[config.mk]
export PLATFORM = sky130hd
export DESIGN_NAME = adc_output_port
export DESIGN_NICKNAME = d
export VERILOG_FILES = /design/src/rtl/port_pkg.sv /design/src/rtl/adc_output_port.sv /design/src/rtl/bus_drive.sv
export SDC_FILE = /design/constraint.sdc
export NUM_CORES = 1
export LEC_CHECK = 0
export BUFFER_PORTS_ARGS = -buffer_cell sky130_fd_sc_hd__buf_2
export CAP_MARGIN = 20
export CORE_ASPECT_RATIO = 2
export CORE_MARGIN = 4
export CORE_UTILIZATION = 25
export CTS_CLUSTER_DIAMETER = 50
export CTS_CLUSTER_SIZE = 28
export DETAILED_ROUTE_END_ITERATION = 7
export PLACE_DENSITY = 0.5
export REMOVE_ABC_BUFFERS = 1
export SLEW_MARGIN = 20
export SYNTH_ARGS = -nofsm -noshare
export SYNTH_HDL_FRONTEND = slang
export SYNTH_SLANG_ARGS = --single-unit
export TNS_END_PERCENT = 50
[constraint.sdc]
create_clock -name pclk -period 2 [get_ports pclk]
set_clock_uncertainty 0.2 [all_clocks]
set_input_delay 0 -clock pclk [delete_from_list [all_inputs] [get_ports pclk]]
set_output_delay 0 -clock pclk [all_outputs]
set_load 0.01 [all_outputs]
[src/rtl/port_pkg.sv]
package port_pkg;

    // ------------------------------------------------------------
    // Register map
    // ------------------------------------------------------------
    localparam logic [11:0] CTRL_ADDR = 12'h000;
    localparam logic [11:0] RESULT_ADDR = 12'h004;
    localparam logic [11:0] STATUS_ADDR = 12'h008;

    localparam int CTRL_IFSEL_BIT = 0;
    localparam int CTRL_BYTESEL_BIT = 1;
    localparam int CTRL_ORDER_BIT = 2;
    localparam int CTRL_REFSEL_BIT = 3;
    localparam logic [3:0] CTRL_RESET = 4'h8;

    localparam int RESULT_BITS = 14;
    localparam int BUS_BITS = 16;
    localparam int BYTE_BITS = 8;

    typedef enum logic [1:0] {
        MODE_PARALLEL,
        MODE_SERIAL,
        MODE_BYTE
    } port_mode_e;

    typedef struct packed {
        logic [BUS_BITS-1:0] dout;
        logic [BUS_BITS-1:0] doe;
    } bus_drive_s;

endpackage : port_pkg

[src/rtl/adc_output_port.sv]
// Design decisions made here: the APB interface to the registers and the address map.
`timescale 1ns/1ps
// Functional notes
// Parallel mode: all sixteen pins driven only while chip select and read both low, registered one cycle later.
// Parallel mode: bit 14 copies result bit 13.
// Parallel mode: bit 15 copies result bit 13.
// Select high, byte select low: serial interface.
// Select and byte select high: byte mode, bit 14 pin is byte order.
// Byte mode, order high: upper byte first, lower second.
// Byte mode, order low: lower byte first, upper second.
// Reference select high enables the internal reference.
// Reference select low: board supplies external reference.
// Byte mode: result in two reads on low eight lines, bit 7 MSB.
// Host keeps mode inputs stable during a read sequence.
module adc_output_port
    import port_pkg::*;
(
    input wire logic pclk,
    input wire logic presetn,
    input wire logic psel,
    input wire logic penable,
    input wire logic pwrite,
    input wire logic [11:0] paddr,
    input wire logic [31:0] pwdata,
    output logic [31:0] prdata,
    output logic pready,
    output logic pslverr,
    input wire logic cs_n,
    input wire logic rd_n,
    input wire logic [BUS_BITS-1:0] bus_in,
    output logic [BUS_BITS-1:0] bus_out,
    output logic [BUS_BITS-1:0] bus_oe,
    output logic internal_ref_enable
);

    typedef struct packed {
        logic [3:0] ctrl;
        logic [RESULT_BITS-1:0] result;
        logic rd_active;
        logic second_read;
        logic [31:0] prdata;
        logic pready;
        logic pslverr;
        bus_drive_s drive;
        logic ref_en;
    } state_s;

    state_s cur_q;
    state_s nxt_d;
    bus_drive_s drive_w;
    port_mode_e mode_w;
    logic upper_first_w;
    logic rd_now;

    // ------------------------------------------------------------
    // Mode decode
    // ------------------------------------------------------------
    function automatic port_mode_e decode_mode(input logic ifsel, input logic bytesel);
        if (!ifsel)
            decode_mode = MODE_PARALLEL;
        else if (bytesel)
            decode_mode = MODE_BYTE;
        else
            decode_mode = MODE_SERIAL;
    endfunction : decode_mode

    // Mode inputs are sampled live; the host keeps them steady across reads.
    assign mode_w = decode_mode(cur_q.ctrl[CTRL_IFSEL_BIT], cur_q.ctrl[CTRL_BYTESEL_BIT]);
    assign upper_first_w = (mode_w == MODE_BYTE) ? bus_in[BUS_BITS-2]
                                                 : cur_q.ctrl[CTRL_ORDER_BIT];
    assign rd_now = !cs_n && !rd_n;

    bus_drive u_drive (
        .result(cur_q.result),
        .mode(mode_w),
        .rd_active(rd_now),
        .second_read(cur_q.second_read),
        .upper_byte_first(upper_first_w),
        .drive(drive_w)
    );

    // ------------------------------------------------------------
    // Next state
    // ------------------------------------------------------------
    always_comb
    begin
        nxt_d = cur_q;
        nxt_d.drive = drive_w;
        nxt_d.rd_active = rd_now;
        nxt_d.pready = 1'b0;
        nxt_d.pslverr = 1'b0;
        nxt_d.ref_en = cur_q.ctrl[CTRL_REFSEL_BIT];
        if (cs_n)
            nxt_d.second_read = 1'b0;
        else if (cur_q.rd_active && !rd_now && mode_w == MODE_BYTE)
            nxt_d.second_read = !cur_q.second_read;
        if (psel && !penable)
        begin
            nxt_d.pready = 1'b1;
            nxt_d.prdata = '0;
            unique case (paddr)
                CTRL_ADDR:
                begin
                    if (pwrite)
                        nxt_d.ctrl = pwdata[3:0];
                    nxt_d.prdata[3:0] = pwrite ? pwdata[3:0] : cur_q.ctrl;
                end
                RESULT_ADDR:
                begin
                    if (pwrite)
                        nxt_d.result = pwdata[RESULT_BITS-1:0];
                    nxt_d.prdata[RESULT_BITS-1:0] = pwrite ? pwdata[RESULT_BITS-1:0]
                                                           : cur_q.result;
                end
                STATUS_ADDR:
                    nxt_d.prdata = {28'h0000000, cur_q.second_read, cur_q.rd_active,
                                    mode_w};
                default:
                    nxt_d.pslverr = 1'b1;
            endcase
        end
    end

    always_ff @(posedge pclk or negedge presetn)
    begin
        if (!presetn)
        begin
            cur_q <= '0;
            cur_q.ctrl <= CTRL_RESET;
            cur_q.ref_en <= 1'b1;
        end
        else
            cur_q <= nxt_d;
    end

    assign prdata = cur_q.prdata;
    assign pready = cur_q.pready;
    assign pslverr = cur_q.pslverr;
    assign bus_out = cur_q.drive.dout;
    assign bus_oe = cur_q.drive.doe;
    assign internal_ref_enable = cur_q.ref_en;

endmodule : adc_output_port

[src/rtl/bus_drive.sv]
`timescale 1ns/1ps
module bus_drive
    import port_pkg::*;
(
    input wire logic [RESULT_BITS-1:0] result,
    input wire port_mode_e mode,
    input wire logic rd_active,
    input wire logic second_read,
    input wire logic upper_byte_first,
    output bus_drive_s drive
);

    // ------------------------------------------------------------
    // Pin driver selection
    // ------------------------------------------------------------
    logic [BUS_BITS-1:0] wide;
    logic [BYTE_BITS-1:0] hi_byte;
    logic [BYTE_BITS-1:0] lo_byte;
    logic take_hi;

    always_comb
    begin
        wide = {{(BUS_BITS-RESULT_BITS){result[RESULT_BITS-1]}}, result};
        hi_byte = wide[2*BYTE_BITS-1:BYTE_BITS];
        lo_byte = wide[BYTE_BITS-1:0];
        take_hi = upper_byte_first ^ second_read;
        drive.dout = '0;
        drive.doe = '0;
        unique case (mode)
            MODE_PARALLEL:
            begin
                drive.dout = wide;
                drive.doe = {BUS_BITS{rd_active}};
            end
            MODE_BYTE:
            begin
                drive.dout[BYTE_BITS-1:0] = take_hi ? hi_byte : lo_byte;
                drive.doe[BYTE_BITS-1:0] = {BYTE_BITS{rd_active}};
            end
            MODE_SERIAL:
            begin
                drive.dout = '0;
                drive.doe = '0;
            end
        endcase
    end

endmodule : bus_drive

# ---- Yosys cells after proc, flatten, opt, wreduce, memory -nomap -nowiden
# Cells that the tools add are included.
dict set report totals {
  register_bits 69
  input_bits 67
  output_inout_bits 67
  word_cells 47
}
dict set report op_classes {
  n_eq_ne 4
  mux 16
  n_bitwise 1
  n_reduce_logical 16
}
# op n
set ops {}
lappend ops {{$mux W8} 3}
lappend ops {{$pmux W8 S3} 1}
lappend ops {{$pmux W8 S2} 1}
lappend ops {{$mux W14} 1}
lappend ops {{$eq A12 B3 Y1 const B} 1}
lappend ops {{$eq A12 B4 Y1 const B} 1}
lappend ops {{$logic_not A12 Y1} 1}
lappend ops {{$pmux W4 S3} 1}
lappend ops {{$mux W10} 1}
lappend ops {{$mux W2} 3}
lappend ops {{$logic_not A1 Y1} 5}
lappend ops {{$logic_and A1 B1 Y1} 4}
lappend ops {{$mux W1} 4}
lappend ops {{$mux W4} 1}
lappend ops {{$reduce_and A2 Y1} 2}
lappend ops {{$reduce_or A3 Y1} 1}
lappend ops {{$eq A2 B1 Y1 const B} 1}
lappend ops {{$eq A2 B2 Y1 const B} 1}
lappend ops {{$logic_not A2 Y1} 1}
lappend ops {{$reduce_bool A2 Y1} 1}
lappend ops {{$reduce_or A2 Y1} 1}
lappend ops {{$xor A1 B1 Y1} 1}

# ---- Longest topological paths before layout
# Gate-level depths: netlist of the first run.
dict set report depth {
  word_depth 7
  ltp_mapped 8
}

# ---- By module
# From an unflattened synthesis of the first run, not the netlist that was laid out.
dict set report unflattened {
  hier_cells 277
  area_unflattened_um2 3357.0
}
# module instances cells_per_inst area_each_um2
set by_module_without_submodules {}
lappend by_module_without_submodules {adc_output_port 1 235 3036.7}
lappend by_module_without_submodules {bus_drive 1 42 320.3}

# ---- Least setup slack after synthesis of the first run
# No wires, ideal clock.
dict set report synth_timing {
  path_kind {input to register}
  start {input paddr[5]}
  end {register cur_q[73] in the netlist's numbering}
  setup_ps 127
  arrival_time_ps 1295
  required_time_ps 1673
  slack_ps 377
  path_stages 6
  n_path_buf 2
  path_cell_list {nor4_4 > and4_1 > and4_1 > buf_4 > buf_6 > mux2_1}
}
dict set report synth_via {
  elab_chain_len 2
}
# item line
set synth_lines {}
lappend synth_lines {{from (decl)} adc_output_port.sv:23} ;# input wire logic [11:0] paddr,
lappend synth_lines {{$eq A12 B3 Y1} adc_output_port.sv:101} ;# unique case (paddr)
lappend synth_lines {{$reduce_and A2 Y1 (no line)} -}
lappend synth_lines {{to (signal assigned)} adc_output_port.sv:133} ;# cur_q <= nxt_d;
lappend synth_lines {{to (decl)} adc_output_port.sv:48} ;# state_s cur_q;
# No other way between the ends.
# A chain may end at the register's enable or synchronous reset.

# ---- Final worst setup path of the first run
dict set report layout_timing {
  start {input paddr[10]}
  end {register cur_q[83] in the netlist's numbering}
}
dict set report layout_via {
  elab_chain_len 2
}
# item line
set layout_lines {}
lappend layout_lines {{$logic_not A12 Y1} adc_output_port.sv:101}
lappend layout_lines {{$reduce_and A2 Y1 (no line)} -}
# No other way between the ends.

==> results of run 1 <==
[worst paths after layout]
path                                  endpoint  slack [ns]  cells after the start
max in group asynchronous           prdata[13]        0.39                      3
setup / recovery                     cur_q[83]        0.09                      7
hold / removal                       prdata[1]        0.01                      5
setup reg to reg                     prdata[1]        0.29                      4
min in group asynchronous           bus_out[2]        0.07                      3
hold reg to reg            internal_ref_enable        0.18                      0
[metal layers]
layer	vias to the layer above	track usage, %
li1	944	-
met1	953	10.9
met2	79	20.4
met3	6	2.55
met4	0	3.43
met5	-	0
[worst max-delay path, delay by kind of cell]
| family | cells | cell delay, ns |
|---|---|---|
| AND/OR/NAND/NOR | 3 | 0.64 |
| multiplexers | 1 | 0.33 |
| buffers and inverters | 3 | 0.91 |
[cells in the mapped netlist (4+ instances only)]
library cell and n:
o21ai_0 13, nor2b_1 8, nor2_1 8, mux2i_1 11, buf_4 66, clkbuf_1 4, nand2_1 18, mux2_2 9
inv_1 9, a22oi_1 6, o22ai_1 6, mux2_1 10, dfrtp_1 51
[per-stage QoR]
stage                     hold WS (ns)  cell area, sq um
after floorplan                 -0.496              2330
after global placement          -0.236              2990
after detailed placement        -0.236              2990
after CTS                      0.00573              3410
after global routing            0.0225              3440
final                           0.0109              3440
[cells by family after synthesis]
group,count (synthesis),synth area share (%)
buffers and inverters,83,20.3
DFF,53,47.5
and+or+nand+nor,48,10.2
AOI/OAI and AO/OA,39,9.71
muxes,30,11.6
xor gates and xnor gates,2,0.626
other,1,0.134
[power groups by stage]
stage                     sequential [mW]  combinational [mW]  clock (mW)
final                                1.08               0.220       0.836
after global routing                 1.08               0.243       0.921
after CTS                            1.08               0.225       0.862
after detailed placement             1.10               0.182           0
after global placement               1.10               0.180           0
after floorplan                      1.11              0.0514           0
[cell type report]
cell class | count | area, sq um | share of cell area, %
Inverter | 10 | 37.5 | 1.09
Timing Repair Buffer | 121 | 791 | 23.0
Tap cell | 140 | 175 | 5.09
Multi-Input combinational cell | 137 | 973 | 28.3
Clock buffer | 8 | 136 | 3.96
Sequential cell | 53 | 1330 | 38.6
[flip-flops by register name (all words and copies together) (netlist names)]
| signal | count |
|---|---|
| cur_q | 20 |
| bus_out | 14 |
| prdata | 14 |
| bus_oe | 2 |
| internal_ref_enable | 1 |
| pready | 1 |
| pslverr | 1 |
[what timing repair did]
action                                  4_1_cts  5_1_grt
hold buffers                                 28        0
buffers inserted                              0        2
resized for setup                             0        7
endpoints found under the setup margin        0       15
hold endpoints to repair                     89        0
==> impl_metrics.py, run 1 <==
metrics = {
    "outcome": {
        "outcome": "finished clean",
    },
    "layout": {
        "area_delta_synth_final_pct": 23.0,
        "layout_common_cells": "buf_2, dfrtp_1, dlygate4sd3_1",
        "fin_util_pct": 31.4,
        "final_common_cell": "buf_2",
        "drive_gt1_share_pct": 35.3,
        "fin_nets": 395,
        "fillers": 1165,
        "stdcell_count": 469,
        "antennaDiodeCount": 0,
    },
    "run": {
        "maxCapViolCount": 0,
    },
    "synthesis": {
        "synth_edf_count": 0,
        "syn_area_sq_um": 2800,
        "synth_area_leaders": "dfrtp_1, buf_4, mux2_1",
        "synth_flop_cell": "dfrtp_1",
        "synth_async_sr_flop_share_pct": 100,
        "postSynthAreaPerCell_sq_um": 10.9,
        "syn_inst": 256,
        "yosysTopAreaCellShare_pct": 45.6,
        "netlist.top_cell.by_area": "dfrtp_1",
        "synth_cell_type_count": 36,
        "ys_seq_area_share_pct": 47.5,
        "ys_warn_count": 0,
        "synth.ff_latch_count": 53,
    },
    "die": {
        "die_height_um": 158,
        "rows": 54,
        "start_util_pct": 25.6,
        "chipWidth_um": 82.8,
        "ios": 134,
        "dieArea_sq_um": 13000,
        "coreArea_sq_um": 10900,
    },
    "placed_design": {
        "dp.cells": 432,
        "gp_congestion": 0.768,
        "dp_hpwl_um": 5260,
        "numPortBuffers": 82,
        "preCtsSetupSlack_ns": 0.152,
    },
    "power": {
        "pwr-share-comb_pct": 10.3,
        "power.switching_mw": 0.498,
        "power.share.clock_pct": 39.1,
        "p_int_mw": 1.64,
        "power_density_nw_per_um2": 621,
        "sw_frac_of_total_pct": 23.3,
        "p_total_mw": 2.14,
        "seqPwrFrac_pct": 50.6,
        "leakage_nw": 1.78,
        "vdd_drop_max_uv": 300,
    },
    "routing": {
        "wl_per_cell_um": 14.6,
        "ant_nets": 0,
        "vias": 1982,
        "drt-vias-per-instance": 4.23,
        "met3_length_um": 440,
        "drc": 0,
        "wirelength_met1_um": 2390,
        "first_iter_violations": 70,
        "wl_met2_um": 3940,
        "first_pass_iters": 4,
        "wirelength_um": 6850,
        "maxUsedRoutingLayer": "met4",
    },
    "timing": {
        "max_freq_ghz": 0.523,
        "min_period_ns": 1.91,
        "rsz0062_at_grt": "no",
        "finalSetupViolations": 0,
        "worst_slack_ns": 0.0878,
        "slew_headroom_pct": 48.9,
        "worst_pin_slew_ns": 0.763,
        "final_hold_viol_count": 0,
        "post-route-period-util_pct": 95.6,
        "setup_tns_ns": 0,
        "slew_violations": 0,
    },
    "global_routing": {
        "track_usage_pct": 10.5,
        "gr-total-overflow": 0,
        "grt_pass1_vias": 1984,
        "grt_pass1_wl_um": 10600,
        "grt_max_degree": 21,
        "antenna_found_initial": 0,
    },
    "worst_hold_path": {
        "holdCritPathClass": "primary input to flop",
        "hp-start": "paddr[11]",
    },
    "cts": {
        "cts_made_buffers": 5,
        "numClockSinks": 53,
        "root_buffer": "clkbuf_16",
        "clkTransAtPathRegs_ns": 0.06,
        "clk_latency_ns": 0.29,
        "cts.htree.levels": 2,
        "cts_tree": "yes",
        "cts.path.max_buffers": 2,
    },
    "critical_path": {
        "cp-start-kind": "primary input",
        "worst-path-max-fanout": 4,
        "crit_chain": "dlygate4sd3_1 > nor4_4 > nand4_1 > buf_6 > nor4_4 > buf_4 > mux2_2",
        "required_ns": 1.97,
        "slowest_delay_ns": 0.57,
        "worstSetupEndpointType": "flop",
        "cp-startpoint": "paddr[10]",
        "slowest_stage": "dlygate4sd3_1",
        "reg2reg_from": "cur_q[84]",
        "arrival_ns": 1.89,
        "worstSetupPathType": "primary input to flop",
        "crit_top_cell": "nor4_4",
    },
}
Note: power is estimated with default switching activity, not from simulation.
==> inputs of run 2 (changes only) <==
--- a/config.mk
+++ b/config.mk
@@ -14,7 +14,7 @@
 export CTS_CLUSTER_SIZE = 28
 export DETAILED_ROUTE_END_ITERATION = 7
 export PLACE_DENSITY = 0.5
-export REMOVE_ABC_BUFFERS = 1
+export SETUP_SLACK_MARGIN = 0.5
 export SLEW_MARGIN = 20
 export SYNTH_ARGS = -nofsm -noshare
 export SYNTH_HDL_FRONTEND = slang
==> run 2 against run 1 <==
Compared with the run above:
- the run now ends with hold timing left
- critical path type is now flop to flop
- clock power increased by 11%
- largest power group unchanged
- design area increased by 5.9%
- combinational power grew 4%
- critical path depth down 3
- sequential share of layout area decreased by 2.1 points
==> impl_metrics.py, run 2 (synthesized netlist as in run 1, its figures left out) <==
metrics = {
    "outcome": {
        "outcome": "finished with violations",
        "violations": "hold timing",
    },
    "global_routing": {
        "grt_pass1_wl_um": 10800,
        "grt_pass1_vias": 2074,
        "grt_max_degree": 44,
        "gr-total-overflow": 0,
        "track_usage_pct": 10.6,
        "antenna_found_initial": 1,
    },
    "layout": {
        "finish.instance_area_sq_um": 3640,
        "largest_register": "cur_q",
        "stdcell_count": 479,
        "layout_common_cells": "buf_2, dfrtp_1, dlygate4sd3_1",
        "final_common_cell": "buf_2",
        "drive_gt1_share_pct": 42.6,
        "fillers": 1160,
        "area_delta_synth_final_pct": 30.3,
        "largest_reg_flops": 20,
        "fin_nets": 404,
    },
    "timing": {
        "hold_slack_ns": -0.00241,
        "slew_violations": 0,
        "max_freq_ghz": 0.668,
        "post-route-period-util_pct": 74.8,
        "final_hold_viol_count": 1,
        "rsz0062_at_grt": "yes",
        "min_period_ns": 1.50,
        "finalSetupViolations": 0,
        "setup_tns_ns": 0,
    },
    "worst_hold_path": {
        "holdCritPathClass": "primary input to flop",
    },
    "critical_path": {
        "cp-start-kind": "flop",
        "arrival_ns": 1.53,
        "worst-path-max-fanout": 4,
        "required_ns": 2.04,
        "worstSetupPathType": "flop to flop",
        "worstSetupEndpointType": "flop",
    },
    "cts": {
        "clkTransAtPathRegs_ns": 0.07,
        "root_buffer": "clkbuf_16",
        "cts.htree.levels": 2,
        "clk_latency_ns": 0.30,
        "cts.path.max_buffers": 2,
        "cts_tree": "yes",
        "numClockSinks": 53,
        "cts_made_buffers": 5,
    },
    "placed_design": {
        "dp_hpwl_um": 5310,
        "gp_congestion": 0.805,
        "dp.cells": 435,
        "numPortBuffers": 82,
        "place_area_sq_um": 3050,
    },
    "routing": {
        "ant_nets": 0,
        "wirelength_um": 7100,
        "drc": 0,
        "vias": 1998,
        "drt-vias-per-instance": 4.17,
        "first_iter_violations": 59,
        "wl_per_cell_um": 14.8,
        "first_pass_iters": 4,
    },
    "power": {
        "power.switching_mw": 0.525,
        "power_density_nw_per_um2": 613,
        "pwr-share-comb_pct": 10.2,
        "leakage_nw": 1.85,
        "power.share.clock_pct": 41.4,
        "seqPwrFrac_pct": 48.4,
        "vdd_drop_max_uv": 314,
        "p_int_mw": 1.71,
        "p_total_mw": 2.24,
        "sw_frac_of_total_pct": 23.5,
    },
    "die": {
        "rows": 54,
        "dieArea_sq_um": 13000,
        "coreArea_sq_um": 10900,
        "ios": 134,
        "start_util_pct": 25.6,
        "die_height_um": 158,
        "chipWidth_um": 82.8,
    },
    "run": {
        "maxCapViolCount": 0,
    },
}
==> run 2: cell count changes in the layout (fill, tap and decap cells not counted), sizes merged <==
cell and change:
diode +1, buf +11, clkbuf -1, clkinv +1
dlygate4sd3 -2
==> run 2: path summary, 6_finish.rpt <==
| check | endpoint | start | slack [ns] | depth (start not counted) |
|---|---|---|---|---|
| max in group asynchronous | cur_q[77] | presetn | 0.71 | 3 |
| min in group asynchronous | bus_out[10] | presetn | 0.06 | 3 |
| worst min register to register | internal_ref_enable | cur_q[86] | 0.18 | 0 |
| worst min-delay path | prdata[3] | pwrite | -0.002 | 4 |
| worst max register to register | prdata[1] | cur_q[84] | 0.50 | 4 |
| worst max-delay path | prdata[1] | cur_q[84] | 0.50 | 4 |
==> run 2: power by group through the flow <==
stage | clock [mW] | sequential, mW | combinational, mW
after floorplan | 0 | 1.10 | 0.122
after global placement | 0 | 1.10 | 0.180
after detailed placement | 0 | 1.10 | 0.182
after CTS | 0.948 | 1.08 | 0.225
after global routing | 0.975 | 1.08 | 0.252
final | 0.924 | 1.08 | 0.228
==> run 2: through the flow <==
step	setup WS (ns)	utilization (%)	hold slack, ns
global route	0.448	33.3	0.0347
CTS	0.376	32.1	0.00110
floorplan	0.390	-	-0.496
global placement	0.125	27.8	-0.313
detailed placement	0.112	27.8	-0.306
finish	0.503	33.3	-0.00241
==> run 2: final cells by class <==
| cell class | count | area [sq um] | area share, % |
|---|---|---|---|
| Inverter | 10 | 37.5 | 1.03 |
| Clock buffer | 7 | 153 | 4.19 |
| Timing Repair Buffer | 130 | 888 | 24.4 |
| Tap cell | 140 | 175 | 4.81 |
| Multi-Input combinational cell | 137 | 1050 | 28.9 |
| Antenna cell | 1 | 2.50 | 0.0687 |
| Sequential cell | 53 | 1330 | 36.5 |
| Clock inverter | 1 | 5.00 | 0.137 |
==> run 2: layer usage <==
layer  share of wire, %  vias up  GRT usage, %
met5                  0        -             0
li1                   -      955             -
met1                 33      986          9.72
met4                2.0        0          5.46
met2                 61       49          21.4
met3                4.7        8          1.93
==> run 2: timing repair <==
item,CTS,global route
buffers inserted,3,6
pin swaps,5,14
hold buffers,26,0
hold endpoints to repair,91,0
resized for setup,7,22
setup endpoints to repair,21,28
==> run 2: critical path, cell delays in order, from the launching register on <==
cell and delay [ns]:
dfrtp_1 0.43, nand2_2 0.09, or4b_4 0.50, o31ai_4 0.07, a22o_1 0.15
==> inputs of run 3 (changes only) <==
==> constraint.sdc (replaced) <==
create_clock -name pclk -period 1.4 [get_ports pclk]
set_clock_uncertainty 0.2 [all_clocks]
set_input_delay 0 -clock pclk [delete_from_list [all_inputs] [get_ports pclk]]
set_output_delay 0 -clock pclk [all_outputs]
set_load 0.01 [all_outputs]
==> run 3 against run 2 <==
Compared with the run above:
- the flow finishes with violations (hold timing, setup timing)
- worst hold slack lost 0.25 ns
- non-clock buffer count shrank 8
- sequential share of layout area shrank 1.7 points
- via count grew 1.4%
- final cell count shrank 2.1%
- critical endpoint is now cur_q[85]
- largest cell class unchanged
- highest routed layer unchanged
==> impl_metrics.py, run 3 (synthesized netlist as in run 1, its figures left out) <==
metrics = {
    "layout": {
        "final_common_cell": "buf_2",
        "finish.instance_area_sq_um": 3830,
        "largest_register": "cur_q",
        "drive_gt1_share_pct": 57.4,
        "largest_reg_flops": 20,
        "stdcell_count": 469,
        "layout_common_cells": "buf_2, dfrtp_1, buf_6",
        "fin_nets": 396,
        "area_delta_synth_final_pct": 36.8,
        "antennaDiodeCount": 0,
    },
    "outcome": {
        "outcome": "finished with violations",
        "violations": "hold timing, setup timing",
    },
    "die": {
        "rows": 54,
        "die_height_um": 158,
        "ios": 134,
        "chipWidth_um": 82.8,
        "start_util_pct": 25.6,
        "coreArea_sq_um": 10900,
        "dieArea_sq_um": 13000,
    },
    "routing": {
        "first_iter_violations": 72,
        "vias": 2026,
        "ant_nets": 0,
        "drc": 0,
        "wl_per_cell_um": 15.4,
        "first_pass_iters": 5,
        "drt-vias-per-instance": 4.32,
        "wirelength_um": 7220,
    },
    "critical_path": {
        "critPathBufInv": 3,
        "slowest_stage": "nor4_4",
        "arrival_ns": 1.48,
        "reg2reg_depth": 4,
        "slowest_delay_ns": 0.31,
        "required_ns": 1.38,
        "worst-path-max-fanout": 4,
        "cp-start-kind": "primary input",
        "worstSetupPathType": "primary input to flop",
        "cp_top_family": "simple AND/OR/NAND/NOR gates",
        "crit_chain": "buf_6 > nor4_4 > buf_4 > nand4_1 > nor4_4 > buf_6 > mux2_4",
        "cp.depth": 7,
        "worstSetupEndpointType": "flop",
    },
    "timing": {
        "max_freq_ghz": 0.668,
        "min_period_ns": 1.50,
        "slew_violations": 0,
        "post-route-period-util_pct": 107,
        "hold_slack_ns": -0.249,
        "worst_slack_ns": -0.0962,
        "finalSetupViolations": 26,
        "final_hold_viol_count": 35,
        "rsz0062_at_grt": "yes",
    },
    "placed_design": {
        "gp_congestion": 0.795,
        "dp.cells": 443,
        "numPortBuffers": 82,
        "dp_hpwl_um": 5410,
        "place_area_sq_um": 3140,
    },
    "power": {
        "vdd_drop_max_uv": 526,
        "leakage_nw": 1.87,
        "power_density_nw_per_um2": 805,
    },
    "cts": {
        "clkTransAtPathRegs_ns": 0.07,
        "cts_made_buffers": 5,
        "root_buffer": "clkbuf_16",
        "clk_latency_ns": 0.29,
        "numClockSinks": 53,
        "postCtsHoldBufs": 4,
        "cts_tree": "yes",
        "cts.path.max_buffers": 2,
        "cts.htree.levels": 2,
    },
    "run": {
        "maxCapViolCount": 0,
    },
    "worst_hold_path": {
        "whs_path_depth": 2,
        "holdCritPathClass": "primary input to flop",
    },
    "global_routing": {
        "antenna_found_initial": 0,
        "grt_max_degree": 54,
        "grt_pass1_wl_um": 11400,
        "track_usage_pct": 11.1,
        "gr-total-overflow": 0,
        "grt_pass1_vias": 2216,
    },
}
run 3: cell count changes in the layout (fill, tap and decap cells not counted), sizes merged:
cell         change
inv              +1
buf             +15
clkbuf           -2
dlygate4sd3     -23
diode            -1
run 3: stage by stage:
step / setup TNS, ns / util [%] / total power, mW / worst slack, ns
5_1_grt: -2.81 / 35.0 / 3.21 / -0.129
6_report: -1.62 / 35.0 / 3.08 / -0.0962
3_5_place_dp: -9.12 / 28.7 / 1.85 / -0.392
4_1_cts: -1.16 / 33.8 / 3.12 / -0.0953
2_1_floorplan: -2.67 / - / 1.76 / -0.210
3_3_place_gp: -7.46 / 28.7 / 1.85 / -0.336
run 3: final cells by class:
type,instances,area (sq um)
clock buffer,5,125
clock inverter,2,13.8
fill,1127,7120
inverter,10,37.5
multi-input combinational,137,1240
sequential,53,1330
tap,140,175
timing repair buffer,122,906
run 3: worst register-to-register path: stages (launching register included):
cell,delay [ns]
dfrtp_2,0.43
nand2_2,0.08
or4b_4,0.48
o31ai_2,0.08
a22o_1,0.16
run 3: final timing paths:
path                            startpoint         to  slack, ns
worst max register to register   cur_q[83]  prdata[1]      -0.09
min in group asynchronous          presetn  bus_oe[7]       0.02
max in group asynchronous          presetn  cur_q[86]       0.70
worst min-delay path             pwdata[8]  cur_q[77]      -0.25
worst max-delay path              paddr[4]  cur_q[85]       -0.1
worst min register to register   prdata[9]  prdata[9]       0.27
run 3: what timing repair did:
action | 4_1_cts | 5_1_grt
resized for setup | 76 | 20
setup endpoints to repair | 99 | 99
cloned | 1 | 0
setup buffers | 10 | 4
pin swaps | 16 | 6
hold endpoints to repair | 91 | 35
run 3: power by group:
part	total [mW]	switching, mW	internal (mW)
sequential	1.55	0.00737	1.54
combinational	0.322	0.195	0.127
clock	1.21	0.554	0.657
total	3.08	0.756	2.32
run 3: layer usage:
| layer | vias up | routed length, um | global-route usage (%) |
|---|---|---|---|
| li1 | 941 | - | - |
| met1 | 987 | 2450 | 10.8 |
| met2 | 83 | 4110 | 21.4 |
| met3 | 15 | 376 | 2.40 |
| met4 | 0 | 282 | 6.39 |
| met5 | - | 0 | 0 |
